===== src/inc/pct_params.svh =====
// Constants for the packet channel transaction sequencer.
// Function
// - An Okay read reply sends read data the read latency after request end.
// - Read latency is counted in clocks from the read latency field.
// - Request to write data spacing is identical on primary or secondary channel.
// - Okay write ends at later of ack window end and data end.
// - Nack write needs no data; ends at later of window end and data stop.
// - A serial control packet ends the transfer before count value plus one octbytes.
`ifndef PCT_PARAMS_SVH
`define PCT_PARAMS_SVH
`define PCT_OFS_DELAY      8'h00
`define PCT_OFS_LEAD       8'h04
`define PCT_OFS_STATUS     8'h08
`define PCT_RST_ACK_LAT    8'h03
`define PCT_RST_ACKWIN_LAT 8'h05
`define PCT_RST_READ_LAT   8'h07
`define PCT_RST_WRITE_LAT  8'h01
`define PCT_RST_RD_LEAD    8'h04
`define PCT_RST_WR_LEAD    8'h04
`define PCT_LAST_BEAT      2'h3
`define PCT_HTRANS_NSEQ    2'h2
`endif


===== src/inc/pct_pkg.sv =====
// Types shared by the packet channel transaction sequencer.
package pct_pkg;
  typedef enum logic [1:0] {
    PCT_ACK_NONE = 2'h0,
    PCT_ACK_OKAY = 2'h1,
    PCT_ACK_NACK = 2'h2,
    PCT_ACK_NEXIST = 2'h3
  } pct_ack_e;
  typedef enum logic [1:0] {
    PCT_IDLE = 2'h0,
    PCT_WAIT = 2'h1,
    PCT_DATA = 2'h3,
    PCT_TAIL = 2'h2
  } pct_state_e;
  typedef struct packed {
    logic       valid;
    logic       write;
    logic       reg_space;
    logic [4:0] transfer_count_value;
    logic [7:0] addr;
  } pct_req_s;
  typedef struct packed {
    logic       valid;
    logic [7:0] addr;
  } pct_scatter_addr_sub_s;
  typedef struct packed {
    logic [7:0] ack_latency;
    logic [7:0] ack_window_latency;
    logic [7:0] read_latency_field;
    logic [7:0] write_latency_field;
    logic [7:0] scatter_read_lead;
    logic [7:0] scatter_write_lead;
  } pct_cfg_s;
  typedef struct packed {
    pct_state_e state;
    logic       busy;
    logic [4:0] moved;
  } pct_stat_s;
endpackage


===== src/logic/pct_regs.sv =====
// AHB-Lite register slave holding delay and lead settings and status.
`timescale 1ns/1ps
`default_nettype none
`include "pct_params.svh"
module pct_regs
  import pct_pkg::*;
(
  input  wire logic        clk_i,
  input  wire logic        arst_n_i,
  input  wire logic        hsel_i,
  input  wire logic [31:0] haddr_i,
  input  wire logic [1:0]  htrans_i,
  input  wire logic        hwrite_i,
  input  wire logic [2:0]  hsize_i,
  input  wire logic [31:0] hwdata_i,
  input  wire logic        hready_i,
  input  wire pct_stat_s   stat_i,
  output logic [31:0]      hrdata_o,
  output logic             hreadyout_o,
  output logic             hresp_o,
  output pct_cfg_s         cfg_o
);
  logic       wr_pend;
  logic [7:0] wr_addr;
  logic [31:0] next_rdata;
  wire        take = hsel_i & hready_i & (htrans_i == `PCT_HTRANS_NSEQ);
  wire  [7:0] a    = haddr_i[7:0];
  wire        unused_ok = &{1'b0, hsize_i, haddr_i[31:8]};

  assign hreadyout_o = 1'b1;
  assign hresp_o     = 1'b0;

  always_comb begin
    next_rdata = 32'h0000_0000;
    if (a == `PCT_OFS_DELAY) begin
      next_rdata = {cfg_o.write_latency_field, cfg_o.read_latency_field,
                    cfg_o.ack_window_latency, cfg_o.ack_latency};
    end else if (a == `PCT_OFS_LEAD) begin
      next_rdata = {16'h0000, cfg_o.scatter_write_lead,
                    cfg_o.scatter_read_lead};
    end else if (a == `PCT_OFS_STATUS) begin
      next_rdata = {24'h0000_00, stat_i.moved, stat_i.busy, stat_i.state};
    end
  end

  always_ff @(posedge clk_i or negedge arst_n_i) begin
    if (!arst_n_i) begin
      wr_pend  <= 1'b0;
      wr_addr  <= 8'h00;
      hrdata_o <= 32'h0000_0000;
    end else begin
      wr_pend <= take & hwrite_i;
      wr_addr <= a;
      if (take && !hwrite_i) begin
        hrdata_o <= next_rdata;
      end
    end
  end

  always_ff @(posedge clk_i or negedge arst_n_i) begin
    if (!arst_n_i) begin
      cfg_o.ack_latency         <= `PCT_RST_ACK_LAT;
      cfg_o.ack_window_latency  <= `PCT_RST_ACKWIN_LAT;
      cfg_o.read_latency_field  <= `PCT_RST_READ_LAT;
      cfg_o.write_latency_field <= `PCT_RST_WRITE_LAT;
      cfg_o.scatter_read_lead   <= `PCT_RST_RD_LEAD;
      cfg_o.scatter_write_lead  <= `PCT_RST_WR_LEAD;
    end else if (wr_pend && wr_addr == `PCT_OFS_DELAY) begin
      {cfg_o.write_latency_field, cfg_o.read_latency_field,
       cfg_o.ack_window_latency, cfg_o.ack_latency} <= hwdata_i;
    end else if (wr_pend && wr_addr == `PCT_OFS_LEAD) begin
      {cfg_o.scatter_write_lead, cfg_o.scatter_read_lead} <= hwdata_i[15:0];
    end
  end
endmodule
`default_nettype wire


===== src/logic/pct_ctrl.sv =====
// Responder transaction sequencer for the packet memory channel.
`timescale 1ns/1ps
`default_nettype none
`include "pct_params.svh"
module pct_ctrl
  import pct_pkg::*;
#(
  parameter int DW = 8
) (
  input  wire logic          REF_CLK_I,
  input  wire logic          ARST_N_I,
  input  wire logic          HSEL_I,
  input  wire logic [31:0]   HADDR_I,
  input  wire logic [1:0]    HTRANS_I,
  input  wire logic          HWRITE_I,
  input  wire logic [2:0]    HSIZE_I,
  input  wire logic [31:0]   HWDATA_I,
  input  wire logic          HREADY_I,
  output logic [31:0]        HRDATA_O,
  output logic               HREADYOUT_O,
  output logic               HRESP_O,
  input  wire pct_req_s      REQ_I,
  input  wire pct_ack_e      ACK_KIND_I,
  input  wire pct_scatter_addr_sub_s     SCATTER_ADDR_SUB_I,
  input  wire logic          SCTL_I,
  input  wire logic          SECONDARY_I,
  input  wire logic          WR_VALID_I,
  input  wire logic [DW-1:0] WR_DATA_I,
  input  wire logic [DW-1:0] CORE_RDATA_I,
  output pct_ack_e           ACK_O,
  output logic               RD_VALID_O,
  output logic [DW-1:0]      RD_DATA_O,
  output logic [7:0]         OCT_ADDR_O,
  output logic               WR_VALID_O,
  output logic [DW-1:0]      WR_DATA_O,
  output logic               BUSY_O,
  output logic               DONE_O
);
  pct_cfg_s   cfg;
  pct_stat_s  stat;
  pct_state_e state;
  pct_state_e next_state;
  logic [7:0] t;
  logic       is_write;
  logic [4:0] count;
  logic [4:0] oct;
  logic [1:0] beat;
  pct_ack_e   kind;
  logic       win_done;
  logic       stop_arm;
  logic [7:0] stop_cnt;

  pct_regs u_regs (
    .clk_i       (REF_CLK_I),
    .arst_n_i    (ARST_N_I),
    .hsel_i      (HSEL_I),
    .haddr_i     (HADDR_I),
    .htrans_i    (HTRANS_I),
    .hwrite_i    (HWRITE_I),
    .hsize_i     (HSIZE_I),
    .hwdata_i    (HWDATA_I),
    .hready_i    (HREADY_I),
    .stat_i      (stat),
    .hrdata_o    (HRDATA_O),
    .hreadyout_o (HREADYOUT_O),
    .hresp_o     (HRESP_O),
    .cfg_o       (cfg)
  );

  // The data latency does not depend on which channel segment we sit on.
  wire [7:0] data_lat = is_write ? cfg.write_latency_field
                                 : cfg.read_latency_field;
  wire [7:0] lead     = is_write ? cfg.scatter_write_lead
                                 : cfg.scatter_read_lead;
  wire       okay     = (kind == PCT_ACK_OKAY);
  // Ack and read data count from the same request end, so both are timed on t, each at its own latency.
  wire       ack_now  = (state != PCT_IDLE)
                        && (t + 8'h01 == cfg.ack_latency);
  wire       win_end  = win_done || (t >= cfg.ack_window_latency);
  wire       start_dt = (state == PCT_WAIT) && okay
                        && (t + 8'h01 == data_lat);
  wire       last_full = (beat == `PCT_LAST_BEAT)
                        && (oct == count);
  // The last octbyte cycle is lead minus one cycles after the control start.
  wire       last_cut  = stop_arm ? (stop_cnt == 8'h02)
                                  : (SCTL_I && lead == 8'h01);
  wire       data_end  = (state == PCT_DATA) && (last_full || last_cut);
  wire       nack_tail = !okay && !WR_VALID_I;
  wire       finish    = (state == PCT_TAIL) && win_end
                         && (okay || !is_write || nack_tail);
  wire       unused_ok = &{1'b0, SECONDARY_I};

  always_comb begin
    next_state = state;
    unique case (state)
      PCT_IDLE: if (REQ_I.valid) next_state = PCT_WAIT;
      PCT_WAIT: begin
        if (start_dt) next_state = PCT_DATA;
        else if (!okay && t >= cfg.ack_latency) next_state = PCT_TAIL;
      end
      PCT_DATA: if (data_end) next_state = PCT_TAIL;
      PCT_TAIL: if (finish) next_state = PCT_IDLE;
    endcase
  end

  // The request valid pulse marks the last cycle of the request packet.
  always_ff @(posedge REF_CLK_I or negedge ARST_N_I) begin
    if (!ARST_N_I) begin
      state    <= PCT_IDLE;
      t        <= 8'h00;
      is_write <= 1'b0;
      count    <= 5'h00;
      kind     <= PCT_ACK_NONE;
      win_done <= 1'b0;
    end else begin
      state    <= next_state;
      t        <= (state == PCT_IDLE) ? 8'h01 : t + 8'h01;
      win_done <= (state == PCT_IDLE) ? 1'b0 : win_end;
      if (state == PCT_IDLE && REQ_I.valid) begin
        is_write <= REQ_I.write;
        count    <= REQ_I.transfer_count_value;
        kind     <= ACK_KIND_I;
      end
    end
  end

  // Octbyte framing: four channel cycles per octbyte.
  always_ff @(posedge REF_CLK_I or negedge ARST_N_I) begin
    if (!ARST_N_I) begin
      beat     <= 2'h0;
      oct      <= 5'h00;
      stop_arm <= 1'b0;
      stop_cnt <= 8'h00;
    end else if (state != PCT_DATA) begin
      beat     <= 2'h0;
      oct      <= 5'h00;
      stop_arm <= 1'b0;
    end else begin
      beat <= beat + 2'h1;
      if (beat == `PCT_LAST_BEAT) oct <= oct + 5'h01;
      if (SCTL_I && !stop_arm) begin
        stop_arm <= 1'b1;
        stop_cnt <= lead;
      end else if (stop_arm) begin
        stop_cnt <= stop_cnt - 8'h01;
      end
    end
  end

  always_ff @(posedge REF_CLK_I or negedge ARST_N_I) begin
    if (!ARST_N_I) begin
      ACK_O      <= PCT_ACK_NONE;
      RD_VALID_O <= 1'b0;
      RD_DATA_O  <= '0;
      WR_VALID_O <= 1'b0;
      WR_DATA_O  <= '0;
      OCT_ADDR_O <= 8'h00;
      DONE_O     <= 1'b0;
    end else begin
      ACK_O      <= ack_now ? kind : PCT_ACK_NONE;
      RD_VALID_O <= (next_state == PCT_DATA) && !is_write;
      RD_DATA_O  <= CORE_RDATA_I;
      WR_VALID_O <= (state == PCT_DATA) && is_write && WR_VALID_I;
      WR_DATA_O  <= WR_DATA_I;
      DONE_O     <= finish;
      if (state == PCT_IDLE && REQ_I.valid) OCT_ADDR_O <= REQ_I.addr;
      else if (SCATTER_ADDR_SUB_I.valid) OCT_ADDR_O <= SCATTER_ADDR_SUB_I.addr;
    end
  end

  assign BUSY_O     = (state != PCT_IDLE);
  assign stat.state = state;
  assign stat.busy  = BUSY_O;
  assign stat.moved = oct;

  a_read_start: assert property (@(posedge REF_CLK_I) disable iff (!ARST_N_I)
    $rose(RD_VALID_O) |-> t == cfg.read_latency_field)
    else $error("read data did not start at read latency");
  a_read_okay_only: assert property (@(posedge REF_CLK_I)
    disable iff (!ARST_N_I)
    RD_VALID_O |-> kind == PCT_ACK_OKAY && !is_write)
    else $error("read data sent without okay read");
  a_write_spacing: assert property (@(posedge REF_CLK_I)
    disable iff (!ARST_N_I)
    $rose(state == PCT_DATA) && is_write
      |-> t == cfg.write_latency_field)
    else $error("write window opened at wrong spacing");
  a_okay_end: assert property (@(posedge REF_CLK_I) disable iff (!ARST_N_I)
    DONE_O |-> $past(win_end) && okay |-> $past(state) == PCT_TAIL)
    else $error("okay transaction ended too early");
  a_nack_nodata: assert property (@(posedge REF_CLK_I)
    disable iff (!ARST_N_I)
    !okay && state != PCT_IDLE |-> state != PCT_DATA)
    else $error("data phase entered after nack");
  a_nack_wait: assert property (@(posedge REF_CLK_I) disable iff (!ARST_N_I)
    state == PCT_TAIL && is_write && !okay && WR_VALID_I
      |=> state == PCT_TAIL)
    else $error("nack write ended while data still driven");
  a_full_count: assert property (@(posedge REF_CLK_I) disable iff (!ARST_N_I)
    state == PCT_DATA && !stop_arm && oct == count
      && beat == `PCT_LAST_BEAT |=> state == PCT_TAIL)
    else $error("data packet exceeded count plus one octbytes");
  a_early_stop: assert property (@(posedge REF_CLK_I) disable iff (!ARST_N_I)
    state == PCT_DATA && SCTL_I && !stop_arm && lead == 8'h02
      |-> ##1 state == PCT_DATA ##1 state == PCT_TAIL)
    else $error("serial control did not end data on time");
endmodule
`default_nettype wire


===== config.mk =====
export PLATFORM = sky130hd
export DESIGN_NAME = pct_ctrl
export DESIGN_NICKNAME = d
export VERILOG_FILES = /design/src/inc/pct_pkg.sv /design/src/logic/pct_regs.sv /design/src/logic/pct_ctrl.sv
export VERILOG_INCLUDE_DIRS = /design/src /design/src/inc
export SDC_FILE = /design/constraint.sdc
export NUM_CORES = 1
export LEC_CHECK = 0
export BUFFER_PORTS_ARGS = -buffer_cell sky130_fd_sc_hd__buf_2
export CORE_MARGIN = 8
export CORE_UTILIZATION = 57
export DETAILED_ROUTE_END_ITERATION = 10
export GPL_TIMING_DRIVEN = 0
export PLACE_DENSITY = 0.9
export SKIP_LAST_GASP = 1
export SYNTH_ARGS = -nofsm -noshare
export SYNTH_HDL_FRONTEND = slang
export SYNTH_SLANG_ARGS = --single-unit

===== constraint.sdc =====
create_clock -name REF_CLK_I -period 4.2 [get_ports REF_CLK_I]
set_input_delay 1.05 -clock REF_CLK_I [delete_from_list [all_inputs] [get_ports REF_CLK_I]]
set_output_delay 1.05 -clock REF_CLK_I [all_outputs]
set_load 0.02 [all_outputs]

# ---- Word level (Yosys, flattened, before mapping)
# Index checks and enable logic that the tools add are counted.
# Widths: inputs -> output; s select.
dict set report op_classes {
  reduce_logical 37
  eq_ne 16
  order_cmp 2
  n_mux 24
  bitwise_logic 5
  addsub 4
}
# cell count
set ops {}
lappend ops {{$mux 8} 8}
lappend ops {{$mux 32} 1}
lappend ops {{$logic_and 1x1->1} 18}
lappend ops {{$eq 8x3->1 const B} 2}
lappend ops {{$eq 8x8->1} 2}
lappend ops {{$ge 8x8->1} 2}
lappend ops {{$logic_not 8->1} 2}
lappend ops {{$mux 16} 1}
lappend ops {{$mux 2} 7}
lappend ops {{$eq 2x2->1 const B} 5}
lappend ops {{$mux 5} 2}
lappend ops {{$reduce_bool 2->1} 5}
lappend ops {{$add 8x1->8 const B} 1}
lappend ops {{$eq 8x1->1 const B} 1}
lappend ops {{$eq 8x2->1 const B} 1}
lappend ops {{$eq 8x4->1 const B} 1}
lappend ops {{$pmux 2 s4} 1}
lappend ops {{$sub 8x1->8 const B} 1}
lappend ops {{$add 5x1->5 const B} 1}
lappend ops {{$eq 5x5->1} 1}
lappend ops {{$logic_not 1->1} 5}
lappend ops {{$eq 2x1->1 const B} 2}
lappend ops {{$logic_or 1x1->1} 4}
lappend ops {{$mux 1} 4}
lappend ops {{other kinds (6)} 10}
dict set report totals {
  reg_bits 153
  output_inout_bits 64
}

# ---- Depth between registers and ports, before layout
dict set report logic_depth {
  word_depth 10
  ltp_mapped 8
}

# ---- By module
# From an unflattened synthesis, not the netlist that was laid out.
dict set report hier_totals {
  hier_cells 589
  area_unflattened_um2 7103.1
}
# module instances area_per_inst_um2 seq_area_each_um2 cells_per_inst
set by_module_without_submodules {}
lappend by_module_without_submodules {pct_regs 1 3598.5 2239.6 251}
lappend by_module_without_submodules {pct_ctrl 1 3504.6 1601.5 338}

# ---- Worst setup path before layout
# OpenSTA, ideal clock, no wires.
dict set report synth_path {
  kind {input-to-reg}
  startpoint {input HADDR_I[7]}
  endpoint {register u_regs.hrdata_o[21]}
  setup_slack_ps 1879
  t_required_ps 4134
  setup_time_ps 66
  n_path_buf 2
  t_arrival_ps 2255
  path_stages 7
  path_cell_list {nor4_1 -> nand2_1 -> nor3_1 -> clkbuf_1 -> buf_2 -> nand3_1 -> nand2_1}
}
dict set report synth_between {
  elab_chain_cells 2
}
# item line_no
set synth_lines {}
lappend synth_lines {{start, declared} pct_ctrl.sv:13} ;# input wire logic [31:0] HADDR_I,
lappend synth_lines {{$logic_not 8->1 (no line)} -}
lappend synth_lines {{$mux 32} pct_regs.sv:35} ;# if (a == `PCT_OFS_DELAY) begin
lappend synth_lines {{end signal, assigned} pct_regs.sv:55} ;# hrdata_o <= next_rdata;
lappend synth_lines {{end, declared} pct_regs.sv:18} ;# output logic [31:0] hrdata_o,
# Every way passes these cells.
# A chain may end at the register's enable or synchronous reset.

# ---- Worst setup path in the final report
dict set report layout_path {
  startpoint {register state[0]}
  endpoint {output BUSY_O}
}
dict set report layout_between {
  elab_chain_cells 1
}
# item line_no
set layout_lines {}
lappend layout_lines {{start, declared} pct_ctrl.sv:41} ;# pct_state_e state;
lappend layout_lines {{start signal, assigned} pct_ctrl.sv:116} ;# state <= next_state;
lappend layout_lines {{$reduce_bool 2->1} pct_ctrl.sv:171} ;# assign BUSY_O = (state != PCT_IDLE);
lappend layout_lines {{end, declared} pct_ctrl.sv:36} ;# output logic BUSY_O,
# Every way passes these cells.

==> key figures <==
Synthesis
  – Cell Area, Synth: 6920 um^2
  – Synth Instances: 625
  – Number of flops mapped to enable cells by yosys: 0
  – Ys flop type: dfrtp_1
  – Sequential-to-total area share from yosys stat: 55.5%
  – Synth warn: 0
  – Synth cell types: 56
  – FF+latch count, synth: 153
  – Synth async-reset ratio: 100%
  – Syn Area/Cell: 11.1 um^2
  – Post-synth net total: 766

Routing
  – Wire length per cell: 19.7 um
  – Vias per inst: 5.84
  – Drt drc: 0
  – TritonRoute pass-1 iters: 5
  – Final antenna-violating net count: 0
  – Total Routed Length: 18.8 mm
  – DR vias: 5,582
  – 1st-iter DRT viols: 415

Global routing
  – Grt total ovfl: 0
  – Initial antenna violation count: 1
  – Largest net degree at the start of global routing: 91
  – First-pass GRT wire length: 29.6 mm
  – Total GRT Usage: 23.8%
  – Vias in the first global route: 5,758

Placed design
  – Placed Cells: 924
  – Placed Area: 7900 um^2
  – Worst slack, placed: 1.22 ns
  – Post-DP HPWL: 13.7 mm
  – Port bufs: 151
  – GPL Wtd Cong: 0.922

Finish
  – Fin cells: 956
  – Most common cell after layout, fill and taps aside: buf_2
  – NumNets Final: 937
  – Syn-to-layout area delta: 23.4%
  – Util after Layout: 71.7%
  – Diode count: 0
  – Final Cell Area: 8540 um^2
  – Leading cell types in the layout, fill and taps excluded: buf_2, dfrtp_1, nand2_1
  – Fill cells: 826
  – Share of cells above drive strength 1: 31.3%

STA
  – Final setup viols: 0
  – Max Clock Skew: 0.00627 ns
  – Pins Over Slew Limit: 0
  – Actual slew at the worst max-slew pin: 0.765 ns
  – Max-slew headroom: 48.9%
  – Crit path setup slack, layout: 1.15 ns
  – Period utilization: 72.6%
  – Fmax: 328 MHz
  – Min Tclk post-route: 3.05 ns
  – Unrepaired setup endpoints after global routing: no
  – Hold Vio Cnt, Final: 0

Critical path
  – Worst R2R Setup Slack: 1.82 ns
  – CP startpoint kind: flip-flop
  – Crit path DAT: 2.00 ns
  – Worst endpoint required time: 3.15 ns
  – R2r endpoint: RD_VALID_O$_DFF_PN0_
  – Crit-path max FO: 10
  – Worst path max stage delay: 0.44 ns
  – Most frequent CP cell: clkbuf_1
  – CP cell instances: clkbuf_1 -> nor2_1 -> clkbuf_1 -> inv_1 -> buf_2
  – CP Class: reg2out
  – Worst r2r src: t[0]$_DFF_PN0_
  – CP endpoint kind: primary output
  – Reg2Reg Depth: 6
  – Critical-path top delay cell: clkbuf_1

Clocking
  – Clock Pin Slew Worst Setup and Hold Paths: 0.06 ns
  – Htree depth: 4
  – CTS tree: yes
  – Post CTS Setup Buffer Count: 0
  – Latest clock arrival within the worst-skew pair: 0.42 ns
  – Number of buffers created by CTS: 17
  – Post_cts resized: 0
  – CTS Sinks: 153
  – Clk buf depth: 2
  – Root Buffer: clkbuf_16
  – CTS Hold Bufs: 0

Power
  – Sequential share of power: 44.5%
  – Overall power: 3.69 mW
  – Switching Share: 24.7%
  – Sw Pwr: 0.913 mW
  – Leakage: 4.32 nW
  – Internal Power: 2.78 mW
  – Gate power share: 9.7%
  – Clk pwr share: 45.8%
  – P per Cell Area: 432 nW/um^2
  – Peak VDD IR: 368 uV

Outcome
  – Status: completed

Die
  – Die width: 126 um
  – Top-Level Pins: 184
  – Initial Utilization: 58.1%
  – Die Y: 126 um
  – Core region area: 11,900 um^2
  – # rows: 40
  – DIE AREA: 15,900 um^2

Run
  – Max-Cap Viols: 0

Hold path
  – Hold Path Depth: 1
  – Hold/Removal Path Class: reg2reg
  – Beginning of the worst hold path: beat[0]$_DFF_PN0_
  – WHS Endpoint: beat[0]$_DFF_PN0_
## cells in the mapped netlist, types with 2 or more instances
master,number,area share (%)
dfrtp_1,143,52
nand2_1,79,4.3
nor2_1,54,2.9
mux2_2,45,7.3
o21ai_0,31,2.2
mux2i_1,26,3.8
nand3_1,24,1.7
inv_1,23,1.2
ha_1,21,3.8
a21oi_1,19,1.4
clkbuf_1,19,1.0
xnor2_1,14,1.8
xor2_1,14,1.8
a221oi_1,13,1.6
dfstp_2,10,3.8
o22ai_1,9,0.81
buf_2,7,0.51
a21o_1,5,0.54
nand2b_1,5,0.45
nand4_1,4,0.36
nor2b_1,4,0.36
nor3_1,4,0.29
nor4_1,4,0.36
or4_1,4,0.43
a22o_1,3,0.38
and3_1,3,0.27
buf_4,3,0.33
a31oi_1,2,0.18
conb_1,2,0.11
nand4b_1,2,0.25
nor3b_1,2,0.22
o311ai_0,2,0.25
or3_1,2,0.18
## sequential cells by signal, summed over array words and instances, names as in the netlist, 2 cells and up
register	count
RD_DATA_O	8
count	5
beat	2
WR_DATA_O	8
ACK_O	2
u_regs.hrdata_o	32
OCT_ADDR_O	8
u_regs.cfg_o	48
oct	5
state	2
t	8
stop_cnt	8
u_regs.wr_addr	8
kind	2
## worst max-delay path by stage
stage                             startpoint                              end  slack (ns)  cells after the start
after CTS                 state[0]$_DFF_PN0_                           BUSY_O        1.14                      5
after floorplan                   HADDR_I[7]  u_regs.hrdata_o[21]$_DFFE_PN0P_        1.88                      7
after global placement              ARST_N_I  u_regs.hrdata_o[22]$_DFFE_PN0P_       -0.07                      1
final                     state[0]$_DFF_PN0_                           BUSY_O        1.15                      5
after global routing      state[0]$_DFF_PN0_                           BUSY_O        1.01                      5
after detailed placement          HADDR_I[7]  u_regs.hrdata_o[25]$_DFFE_PN0P_        1.22                      8
## power groups by stage
| stage | Sequential [mW] | Combinational [mW] | Clock, mW |
|---|---|---|---|
| floorplan | 1.70 | 0.144 | 0 |
| global placement | 1.66 | 0.344 | 0 |
| detailed placement | 1.66 | 0.355 | 0 |
| CTS | 1.64 | 0.359 | 1.70 |
| global route | 1.65 | 0.397 | 1.76 |
| finish | 1.64 | 0.357 | 1.69 |
## final cells by class
class	count	area (um^2)	share of cell area [%]
plain buffers	30	133	1.55
flip-flops and latches	153	3840	45.0
inverters	23	86.3	1.01
repair buffers	152	790	9.24
multi-input cells	419	2860	33.5
well taps	147	184	2.15
clock buffers	19	433	5.07
clock inverters	13	214	2.50
## metrics by stage
| stage | hold slack [ns] | TNS, ns |
|---|---|---|
| after detailed placement | 0.425 | 0 |
| after global routing | 0.450 | 0 |
| after CTS | 0.434 | 0 |
| after floorplan | 0.410 | 0 |
| after global placement | 0.421 | -8.34 |
| final | 0.435 | 0 |
## layer usage
layer | track usage, % | vias up | wire length, um
met5 | 0 | - | 8
met4 | 9.70 | 2 | 511
met3 | 9.66 | 46 | 2010
met2 | 37.7 | 314 | 8860
met1 | 28.2 | 2701 | 7450
li1 | - | 2519 | -
## critical path: cells and delay by family (launching register included)
family	cells	cell delay [ns]
and+or+nand+nor	1	0.28
buffers and inverters	4	0.93
DFF	1	0.36
## logic make-up (layout without fill, tap and decap cells)
logic type / Yosys count / in the layout / share of synthesized area, %
buf+inv: 53 / 237 / 3.16
simple gates: 200 / 200 / 13.4
xor+xnor: 29 / 29 / 3.87
flops: 153 / 153 / 55.5
compound gates: 96 / 96 / 9.04
fa+ha+maj: 21 / 21 / 3.80
mux: 71 / 71 / 11.1
other cells: 2 / 2 / 0.109
Power figures use the tool's default switching activity.
